## config.mk

```make
export PLATFORM = sky130hd
export DESIGN_NAME = rfsw_core
export DESIGN_NICKNAME = d
export VERILOG_FILES = /design/src/rfsw_pkg.sv /design/src/rfsw_core.sv
export VERILOG_INCLUDE_DIRS = /design/src
export SDC_FILE = /design/constraint.sdc
export NUM_CORES = 1
export LEC_CHECK = 0
export ABC_AREA = 1
export BUFFER_PORTS_ARGS = -buffer_cell sky130_fd_sc_hd__clkbuf_2
export CAP_MARGIN = 20
export CELL_PAD_IN_SITES_DETAIL_PLACEMENT = 1
export CELL_PAD_IN_SITES_GLOBAL_PLACEMENT = 1
export CORE_MARGIN = 5
export CORE_UTILIZATION = 40
export DETAILED_ROUTE_END_ITERATION = 7
export PLACE_DENSITY = 0.86
export SYNTH_ARGS = -nofsm -noshare
export SYNTH_HDL_FRONTEND = slang
export SYNTH_SLANG_ARGS = --single-unit
```

## constraint.sdc

```tcl
create_clock -name clock -period 6.2 [get_ports clock]
set_input_delay 0 -clock clock [delete_from_list [all_inputs] [get_ports clock]]
set_output_delay 0 -clock clock [all_outputs]
set_load 0.05 [all_outputs]
```

## src/rfsw_map.svh

```systemverilog
// constants and bit positions for the frame and sleep/wake block
// Behaviour
// RULE_01: relayed send data leaves with receive code
// RULE_02: first payload byte names originating node
// RULE_03: payload length one byte to fifty kilobytes
// RULE_04: root takes all; others take root only
// RULE_05: two all-ones filler bytes precede frame
// RULE_06: host hunts start byte, clears position
// RULE_07: length sent low byte then high byte
// RULE_08: host checks command code against receive
// RULE_09: host latches address, stores payload bytes
// RULE_10: host eats checksum and end, resyncs
// RULE_11: sleep code, ten bytes, first picks period
// RULE_12: period code table, others mean 500ms
// RULE_13: sleep only via root, root floods it
// RULE_14: node sleeps about 500ms after message
// RULE_15: asleep means all hardware powered down
// RULE_16: period over, listen about three milliseconds
// RULE_17: no wakeup heard, sleep another period
// RULE_18: wakeup code, ignored payload, root floods
// RULE_19: root repeats wakeup, count from period
// RULE_20: wakeup heard while listening ends sleep
// RULE_21: host drops frame on unexpected code
`ifndef RFSW_MAP_SVH
`define RFSW_MAP_SVH
`define RFSW_CMD_SEND    8'h25
`define RFSW_CMD_RECV    8'h26
`define RFSW_CMD_SLEEP   8'h21
`define RFSW_CMD_WAKE    8'h22
`define RFSW_START_BYTE  8'h02
`define RFSW_END_BYTE    8'h03
`define RFSW_FILL_BYTE   8'hff
`define RFSW_ROOT_ADDR   8'h01
`define RFSW_LEN_MAX     16'hc800
`define RFSW_CLK_KHZ     25000
`define RFSW_SLEEP_DLY_MS 500
`define RFSW_LISTEN_MS   3
`define RFSW_WAKE_GAP_MS 2
`define RFSW_PER0_MS     16'h0064
`define RFSW_PER1_MS     16'h00c8
`define RFSW_PER2_MS     16'h01f4
`define RFSW_PER3_MS     16'h03e8
`define RFSW_PER4_MS     16'h07d0
`define RFSW_PER5_MS     16'h1388
`define RFSW_PER6_MS     16'h2710
`define RFSW_PER_DFLT_MS `RFSW_PER2_MS
`define RFSW_OFS_CTRL    8'h00
`define RFSW_OFS_STATUS  8'h04
`define RFSW_OFS_DROPS   8'h08
`define RFSW_OFS_PERIOD  8'h0c
`define RFSW_CTRL_ROOT   0
`endif

```

## src/rfsw_pkg.sv

```systemverilog
// types shared by the frame and sleep/wake block
package rfsw_pkg;
    // frame emitter states, one-hot
    typedef enum logic [4:0] {
        FRM_IDLE = 5'h01,
        FRM_HEAD = 5'h02,
        FRM_DATA = 5'h04,
        FRM_TAIL = 5'h08,
        FRM_DROP = 5'h10
    } rfsw_frm_t;
    // node power states, one-hot
    typedef enum logic [3:0] {
        SLP_AWAKE  = 4'h1,
        SLP_ARMED  = 4'h2,
        SLP_ASLEEP = 4'h4,
        SLP_LISTEN = 4'h8
    } rfsw_slp_t;
    // header of a payload arriving from the network
    typedef struct packed {
        logic [7:0]  cmd;
        logic [7:0]  src;
        logic [15:0] len;
    } rfsw_hdr_t;
    // parsed host command, only first data byte kept
    typedef struct packed {
        logic [7:0] code;
        logic [7:0] arg;
    } rfsw_cmd_t;
endpackage

```

## src/rfsw_core.sv

```systemverilog
// received-data framer and sleep/wake controller
`timescale 1ns/10ps
`include "rfsw_map.svh"
module rfsw_core import rfsw_pkg::*; #(
    parameter int unsigned CYC_PER_MS = `RFSW_CLK_KHZ
) (
    input  wire logic        clock,
    input  wire logic        arst_n,
    input  wire logic [7:0]  reg_addr,
    input  wire logic [31:0] reg_wdata,
    input  wire logic        reg_wr,
    input  wire logic        reg_rd,
    output logic      [31:0] reg_rdata,
    input  wire logic        net_hdr_valid,
    input  rfsw_hdr_t        net_hdr,
    output logic             net_hdr_ready,
    input  wire logic        net_data_valid,
    input  wire logic [7:0]  net_data,
    output logic             net_data_ready,
    output logic             tx_valid,
    output logic      [7:0]  tx_byte,
    input  wire logic        tx_ready,
    input  wire logic        host_cmd_valid,
    input  rfsw_cmd_t        host_cmd,
    input  wire logic        net_sleep,
    input  wire logic [7:0]  net_sleep_code,
    input  wire logic        net_wake,
    output logic             flood_sleep,
    output logic      [7:0]  flood_code,
    output logic             flood_wake,
    output logic             power_down,
    output logic             listen
);
    localparam int unsigned DLY_CYC = `RFSW_SLEEP_DLY_MS * CYC_PER_MS;
    localparam int unsigned LSN_CYC = `RFSW_LISTEN_MS * CYC_PER_MS;
    localparam int unsigned GAP_CYC = `RFSW_WAKE_GAP_MS * CYC_PER_MS;

    rfsw_frm_t   frm_reg;        // frame emitter state
    rfsw_slp_t   slp_reg;        // node power state
    logic [2:0]  idx_reg;        // byte index in head or tail
    logic [15:0] rem_reg;        // payload bytes still to come
    logic [15:0] sum_reg;        // running payload checksum
    logic [15:0] len_reg;        // latched length field
    logic [7:0]  src_reg;        // latched originator address
    logic [31:0] ctrl_reg;       // control word
    logic [7:0]  drop_reg;       // refused frame count
    logic [7:0]  code_reg;       // node sleep period code
    logic [7:0]  root_code_reg;  // last period flooded by root
    logic [31:0] tmr_reg;        // power state timer
    logic [15:0] wake_left_reg;  // wakeup copies still to send
    logic [31:0] gap_reg;        // spacing between copies
    logic        is_root;        // this node is the root
    logic        slot_free;      // output byte slot free next cycle
    logic        hdr_take;       // header handshake
    logic        hdr_ok;         // header passes all filters
    logic [31:0] rd_next;        // read mux result

    // sleep period in ms per code
    function automatic logic [15:0] period_ms(input logic [7:0] c);
        case (c)
            8'h00:   period_ms = `RFSW_PER0_MS;
            8'h01:   period_ms = `RFSW_PER1_MS;
            8'h02:   period_ms = `RFSW_PER2_MS;
            8'h03:   period_ms = `RFSW_PER3_MS;
            8'h04:   period_ms = `RFSW_PER4_MS;
            8'h05:   period_ms = `RFSW_PER5_MS;
            8'h06:   period_ms = `RFSW_PER6_MS;
            default: period_ms = `RFSW_PER_DFLT_MS; // [RULE_12]
        endcase
    endfunction

    // sleep period in clock cycles, minus one for the timer load
    function automatic logic [31:0] period_load(input logic [7:0] c);
        period_load = 32'(32'(period_ms(c)) * CYC_PER_MS - 1);
    endfunction

    // head bytes: fill, fill, start, length, code, originator
    function automatic logic [7:0] head_byte(input logic [2:0] i, input logic [15:0] l,
                                             input logic [7:0] s);
        case (i)
            3'h0, 3'h1: head_byte = `RFSW_FILL_BYTE;  // [RULE_05]
            3'h2:       head_byte = `RFSW_START_BYTE;
            3'h3:       head_byte = l[7:0];           // [RULE_07]
            3'h4:       head_byte = l[15:8];          // [RULE_07]
            3'h5:       head_byte = `RFSW_CMD_RECV;   // [RULE_01]
            default:    head_byte = s;                // [RULE_02]
        endcase
    endfunction

    assign is_root   = ctrl_reg[`RFSW_CTRL_ROOT];
    assign slot_free = !tx_valid || tx_ready;
    assign hdr_take  = (frm_reg == FRM_IDLE) && net_hdr_valid && net_hdr_ready;
    // only relayed send data, sane length, allowed origin
    assign hdr_ok = (net_hdr.cmd == `RFSW_CMD_SEND)                         // [RULE_01]
                 && (net_hdr.len != 16'h0000) && (net_hdr.len <= `RFSW_LEN_MAX) // [RULE_03]
                 && (is_root || net_hdr.src == `RFSW_ROOT_ADDR);               // [RULE_04]

    // frame emitter and output byte slot
    always_ff @(posedge clock or negedge arst_n) begin
        if (!arst_n) begin
            frm_reg        <= FRM_IDLE;
            idx_reg        <= 3'h0;
            rem_reg        <= 16'h0000;
            sum_reg        <= 16'h0000;
            len_reg        <= 16'h0000;
            src_reg        <= 8'h00;
            tx_valid       <= 1'b0;
            tx_byte        <= 8'h00;
            net_hdr_ready  <= 1'b0;
            net_data_ready <= 1'b0;
        end else begin
            // taken byte leaves the slot unless reloaded below
            if (tx_ready) begin
                tx_valid <= 1'b0;
            end
            case (frm_reg)
                FRM_IDLE: begin
                    net_hdr_ready <= 1'b1;
                    if (hdr_take) begin
                        net_hdr_ready <= 1'b0;
                        len_reg       <= net_hdr.len;
                        src_reg       <= net_hdr.src;
                        rem_reg       <= net_hdr.len - 16'h0001;
                        sum_reg       <= {8'h00, net_hdr.src};
                        idx_reg       <= 3'h0;
                        if (hdr_ok) begin
                            frm_reg <= FRM_HEAD;
                        end else if (net_hdr.len > 16'h0001) begin
                            // refused payload is still drained to free the source
                            frm_reg        <= FRM_DROP;
                            net_data_ready <= 1'b1;
                        end
                    end
                end
                FRM_HEAD: begin
                    if (slot_free) begin
                        tx_valid <= 1'b1;
                        tx_byte  <= head_byte(idx_reg, len_reg, src_reg);
                        idx_reg  <= idx_reg + 3'h1;
                        if (idx_reg == 3'h6) begin
                            idx_reg <= 3'h0;
                            frm_reg <= (rem_reg == 16'h0000) ? FRM_TAIL : FRM_DATA;
                        end
                    end
                end
                FRM_DATA: begin
                    // one byte per slot; throughput is far above any uart rate
                    if (net_data_valid && net_data_ready) begin
                        tx_valid       <= 1'b1;
                        tx_byte        <= net_data;
                        sum_reg        <= sum_reg + {8'h00, net_data};
                        rem_reg        <= rem_reg - 16'h0001;
                        net_data_ready <= 1'b0;
                        if (rem_reg == 16'h0001) begin
                            frm_reg <= FRM_TAIL;
                        end
                    end else begin
                        net_data_ready <= slot_free;
                    end
                end
                FRM_TAIL: begin
                    // checksum low, high, then end byte
                    if (slot_free) begin
                        tx_valid <= 1'b1;
                        idx_reg  <= idx_reg + 3'h1;
                        case (idx_reg)
                            3'h0:    tx_byte <= sum_reg[7:0];
                            3'h1:    tx_byte <= sum_reg[15:8];
                            default: tx_byte <= `RFSW_END_BYTE;
                        endcase
                        if (idx_reg == 3'h2) begin
                            idx_reg <= 3'h0;
                            frm_reg <= FRM_IDLE;
                        end
                    end
                end
                FRM_DROP: begin
                    if (net_data_valid) begin
                        rem_reg <= rem_reg - 16'h0001;
                        if (rem_reg == 16'h0001) begin
                            net_data_ready <= 1'b0;
                            frm_reg        <= FRM_IDLE;
                        end
                    end
                end
                default: frm_reg <= FRM_IDLE;
            endcase
        end
    end

    // node power cycle; the root stays awake to serve its host
    always_ff @(posedge clock or negedge arst_n) begin
        if (!arst_n) begin
            slp_reg    <= SLP_AWAKE;
            tmr_reg    <= 32'h0000_0000;
            code_reg   <= 8'h00;
            power_down <= 1'b0;
            listen     <= 1'b0;
        end else begin
            case (slp_reg)
                SLP_AWAKE: begin
                    if (net_sleep && !is_root) begin
                        slp_reg  <= SLP_ARMED;
                        code_reg <= net_sleep_code;
                        tmr_reg  <= 32'(DLY_CYC - 1);   // [RULE_14]
                    end
                end
                SLP_ARMED: begin
                    tmr_reg <= tmr_reg - 32'h1;
                    if (tmr_reg == 32'h0) begin
                        slp_reg    <= SLP_ASLEEP;
                        power_down <= 1'b1;             // [RULE_15]
                        tmr_reg    <= period_load(code_reg);
                    end
                end
                SLP_ASLEEP: begin
                    // wakeup traffic is not heard while powered down
                    tmr_reg <= tmr_reg - 32'h1;
                    if (tmr_reg == 32'h0) begin
                        slp_reg    <= SLP_LISTEN;
                        power_down <= 1'b0;
                        listen     <= 1'b1;             // [RULE_16]
                        tmr_reg    <= 32'(LSN_CYC - 1);
                    end
                end
                SLP_LISTEN: begin
                    tmr_reg <= tmr_reg - 32'h1;
                    if (net_wake) begin
                        slp_reg <= SLP_AWAKE;           // [RULE_20]
                        listen  <= 1'b0;
                    end else if (tmr_reg == 32'h0) begin
                        slp_reg    <= SLP_ASLEEP;       // [RULE_17]
                        listen     <= 1'b0;
                        power_down <= 1'b1;
                        tmr_reg    <= period_load(code_reg);
                    end
                end
                default: slp_reg <= SLP_AWAKE;
            endcase
        end
    end

    // root flooding of sleep and repeated wakeup
    always_ff @(posedge clock or negedge arst_n) begin
        if (!arst_n) begin
            flood_sleep   <= 1'b0;
            flood_wake    <= 1'b0;
            flood_code    <= 8'h00;
            root_code_reg <= 8'h00;
            wake_left_reg <= 16'h0000;
            gap_reg       <= 32'h0000_0000;
        end else begin
            flood_sleep <= 1'b0;
            flood_wake  <= 1'b0;
            // host commands count only at the root
            if (host_cmd_valid && is_root && host_cmd.code == `RFSW_CMD_SLEEP) begin
                flood_sleep   <= 1'b1;                  // [RULE_13]
                flood_code    <= host_cmd.arg;          // [RULE_11]
                root_code_reg <= host_cmd.arg;
            end else if (host_cmd_valid && is_root && host_cmd.code == `RFSW_CMD_WAKE) begin
                // copies every gap, enough to span one period plus a window
                wake_left_reg <= period_ms(root_code_reg) / 16'(`RFSW_WAKE_GAP_MS) + 16'h2; // [RULE_19]
                gap_reg       <= 32'h0;                 // [RULE_18]
            end else if (wake_left_reg != 16'h0000) begin
                gap_reg <= gap_reg - 32'h1;
                if (gap_reg == 32'h0) begin
                    flood_wake    <= 1'b1;
                    wake_left_reg <= wake_left_reg - 16'h0001;
                    gap_reg       <= 32'(GAP_CYC - 1);
                end
            end
        end
    end

    // register read mux; unmapped offsets read zero
    always_comb begin
        case (reg_addr)
            `RFSW_OFS_CTRL:   rd_next = ctrl_reg;
            `RFSW_OFS_STATUS: rd_next = {23'h0, slp_reg, frm_reg};
            `RFSW_OFS_DROPS:  rd_next = {24'h0, drop_reg};
            `RFSW_OFS_PERIOD: rd_next = {24'h0, code_reg};
            default:          rd_next = 32'h0000_0000;
        endcase
    end

    // register writes, read data and refused frame counter
    always_ff @(posedge clock or negedge arst_n) begin
        if (!arst_n) begin
            ctrl_reg  <= 32'h0000_0000;
            drop_reg  <= 8'h00;
            reg_rdata <= 32'h0000_0000;
        end else begin
            reg_rdata <= reg_rd ? rd_next : 32'h0000_0000;
            if (reg_wr && reg_addr == `RFSW_OFS_CTRL) begin
                ctrl_reg <= {31'h0, reg_wdata[`RFSW_CTRL_ROOT]};
            end
            // a refusal in the clearing cycle still counts
            if (hdr_take && !hdr_ok) begin
                drop_reg <= drop_reg + 8'h01;
            end else if (reg_wr && reg_addr == `RFSW_OFS_DROPS) begin
                drop_reg <= 8'h00;
            end
        end
    end
endmodule

```

==> metrics.txt <==
Switching Fraction=49.89%; NumNets Final=2662; Setup Skew=0.01703 ns; combinational fraction of design power=57.3%; area of the multi-input gates=9574 um^2; Async S/R FF share, synth=100.0%; CTS root buf=clkbuf_16; Yosys top cell by area=dfrtp_1; worst vdd ir=0.1999 mV; via density per instance=5.545; initial antenna violation count=0; commonest cells after routing, fill and taps aside=nand2_1 (424), inv_1 (353), nor2_1 (252), dfrtp_1 (195), o21ai_0 (124); worst-path fanout max=6; metal2 WL=28990 um; Final Max Tran Viols=0; PwrDens=389.5 nW/um^2; predominant post-synthesis flop cell=dfrtp_1; Tcrit/Tclk final=96.98%; row count=72; DR WL/cell=19.13 um; worst skew pair latency=0.47 ns; Slew HR=31.28%; first-pass GRT wire length=90530 um; CTS sink count=197; placer congestion estimate=0.9120; top post-synthesis cells by area=dfrtp_1 (31%), nand2_1 (11%), inv_1 (8.4%), ha_1 (8.1%), nor2_1 (6.4%); vias post-DR=16380; Avg Inst Size Synth=7.125 um^2; flops & latches, synth=197; share of cells above drive strength 1=13.34%; R2R setup slack=0.19 ns; number of I/O port buffers=114; cell-internal power=3.652 mW; Yosys cell types=62; Critical Path Start Type=register; post-synth top area share=30.89%; commonest non-fill, non-tap cell in the layout=nand2_1; CTS tree=built; io pins=169; dpl cells=2840; Period minus WS final=6.013 ns; WP data required=6.54 ns; CP max stage delay=0.55 ns; Sw Pwr=3.635 mW; CTS Buffer Depth=2; Tightest Hold Check Type=input pin to register; Cell Area, Synth=15800 um^2; largest net degree at the start of global routing=83; GRT Overall Usage=24.90%; outcome=complete, no violations; wl on met1=23370 um; Hold Vio Cnt, Final=0; Fillers=4974; clock network power share=17.0%; 1st-iter DRT viols=1016; antenna-violating nets left=0; # diodes=0; Max Used Layer=met4; Congestion Overflow GR=0; slowest CP cell=fa_1; Syn Inst Count=2217; number of global-route vias before repair=17550; met3 routed WL=2529 um; number of synthesis warnings=0; crit path DAT=6.36 ns; number of enable flip-flop cells after synthesis=0; Post-DP HPWL=41030 um; final non-filler cell total=2954; setup TNS=0 ns; f_max=166.3 MHz; # DRC=0; effective utilization at floorplan=40.68%; chip width=208.7 um; maxcap violations=0; die area=43570 um^2; crit end category=register; Flop pwr share=25.6%; Pleak=9.172 nW; Num CTS Buffers=17; Core Footprint=38830 um^2; Worst-Margin Slew=1.027 ns; Area growth syn-to-layout=18.42%; critical path class=register to register; Setup Viol. Count Final=0; most frequent CP cell=nand2_1; DRT Wirelength=56500 um; register area=4932 um^2; sequential-to-total area share from yosys stat=31.22%; Clock transition at path regs=0.08 ns; Die Y=208.7 um; H-tree levels=4; Initial DRT Pass Iterations=7
==> cell families after synthesis <==
family / Yosys count / share of synthesized area (%)
and+or+nand+nor: 1037 / 29.33
muxes: 5 / 0.3564
xor gates and xnor gates: 80 / 4.436
DFF: 197 / 31.22
adders and majority gates: 125 / 10.99
AOI/OAI and AO/OA: 351 / 12.88
other: 1 / 0.02374
buffers and inverters: 421 / 10.76
==> worst max-delay path, delay by kind of cell (launching register included) <==
| kind | cells | cell delay, ns |
|---|---|---|
| DFF | 1 | 0.40 |
| xor gates and xnor gates | 1 | 0.16 |
| and+or+nand+nor | 20 | 2.22 |
| buffers and inverters | 7 | 0.62 |
| adders and majority gates | 7 | 2.29 |
| AOI/OAI and AO/OA | 1 | 0.18 |
==> power by group through the flow <==
stage               registers, mW  clock network [mW]  logic [mW]
finish                       1.87                1.24        4.18
global route                 1.90                1.30        4.64
CTS                          1.86                1.25        3.69
detailed placement           1.87                   0        3.58
global placement             1.85                   0        3.37
floorplan                    1.82                   0        2.64
==> through the flow <==
step | setup slack, ns | area [um^2] | utilization, % | hold slack [ns] | power, mW
after floorplan | 0.3089 | 15880 | - | -0.2956 | 4.458
after global placement | 0.2250 | 16950 | 43.66 | 0.08398 | 5.219
after detailed placement | -0.1447 | 16950 | 43.66 | 0.09254 | 5.456
after CTS | 0.01692 | 18330 | 47.20 | 0.03281 | 6.796
after global routing | -0.2112 | 18710 | 48.18 | 0.08185 | 7.844
final | 0.1871 | 18710 | 48.18 | 0.04770 | 7.286
==> worst paths after layout <==
kind | endpoint | cells past startpoint | from
worst max-delay path | tmr_reg[24] | 36 | code_reg[6]
worst min-delay path | net_hdr_ready | 6 | net_hdr_valid
worst max register to register | tmr_reg[24] | 36 | code_reg[6]
worst min register to register | listen | 2 | listen
max in group asynchronous | root_code_reg[7] | 3 | arst_n
min in group asynchronous | tx_byte[4] | 2 | arst_n
==> timing repair <==
item,in CTS,in global routing
hold buffers,72,0
gates resized for setup,10,79
pin swaps,0,24
setup endpoints to repair,12,16
setup buffers,0,9
endpoints found under the hold margin,158,0
==> per-layer routing <==
layer / GRT usage, % / vias up
met1: 30.70 / 8181
met3: 3.194 / 107
li1: - / 7629
met5: 0 / -
met2: 44.92 / 463
met4: 8.461 / 0
==> Yosys cell counts (2+ instances only) <==
library cell and n:
inv_1 355, a32o_1 2, a211oi_1 4, a21oi_1 103, nand3b_1 10, nor4_2 3, a221oi_1 5, dfrtp_1 195
o22ai_1 21, inv_2 12, mux2_2 5, nor3_4 4, o21ai_0 129, buf_2 10, dfstp_2 2, nor2_2 16
o32ai_1 2, nand3_2 8, o21a_1 11, o31ai_1 2, o221ai_1 10, nor3_2 6, xnor2_1 23, nor3_1 50
nor4_1 24, a32oi_1 2, nand4_2 2, clkbuf_1 14, o2111ai_1 3, nand2_2 10, o311ai_0 2, nor2_1 270
ha_1 102, nand4_1 48, o211ai_1 15, nand3_1 129, nand2_1 444, or2_2 6, a22oi_1 6, nor2_4 2
a31oi_1 19, buf_4 26, o21ai_1 8, xor2_1 57, fa_1 23
==> final cells by class <==
cell class	instances	share of cell area, %
Multi-Input combinational cell	1621	51.18
Sequential cell	197	26.37
Timing Repair Buffer	217	8.194
Inverter	369	7.411
Tap cell	518	3.465
Clock buffer	18	2.348
Clock inverter	14	1.030
No activity file was read; power rests on OpenSTA's default activity.
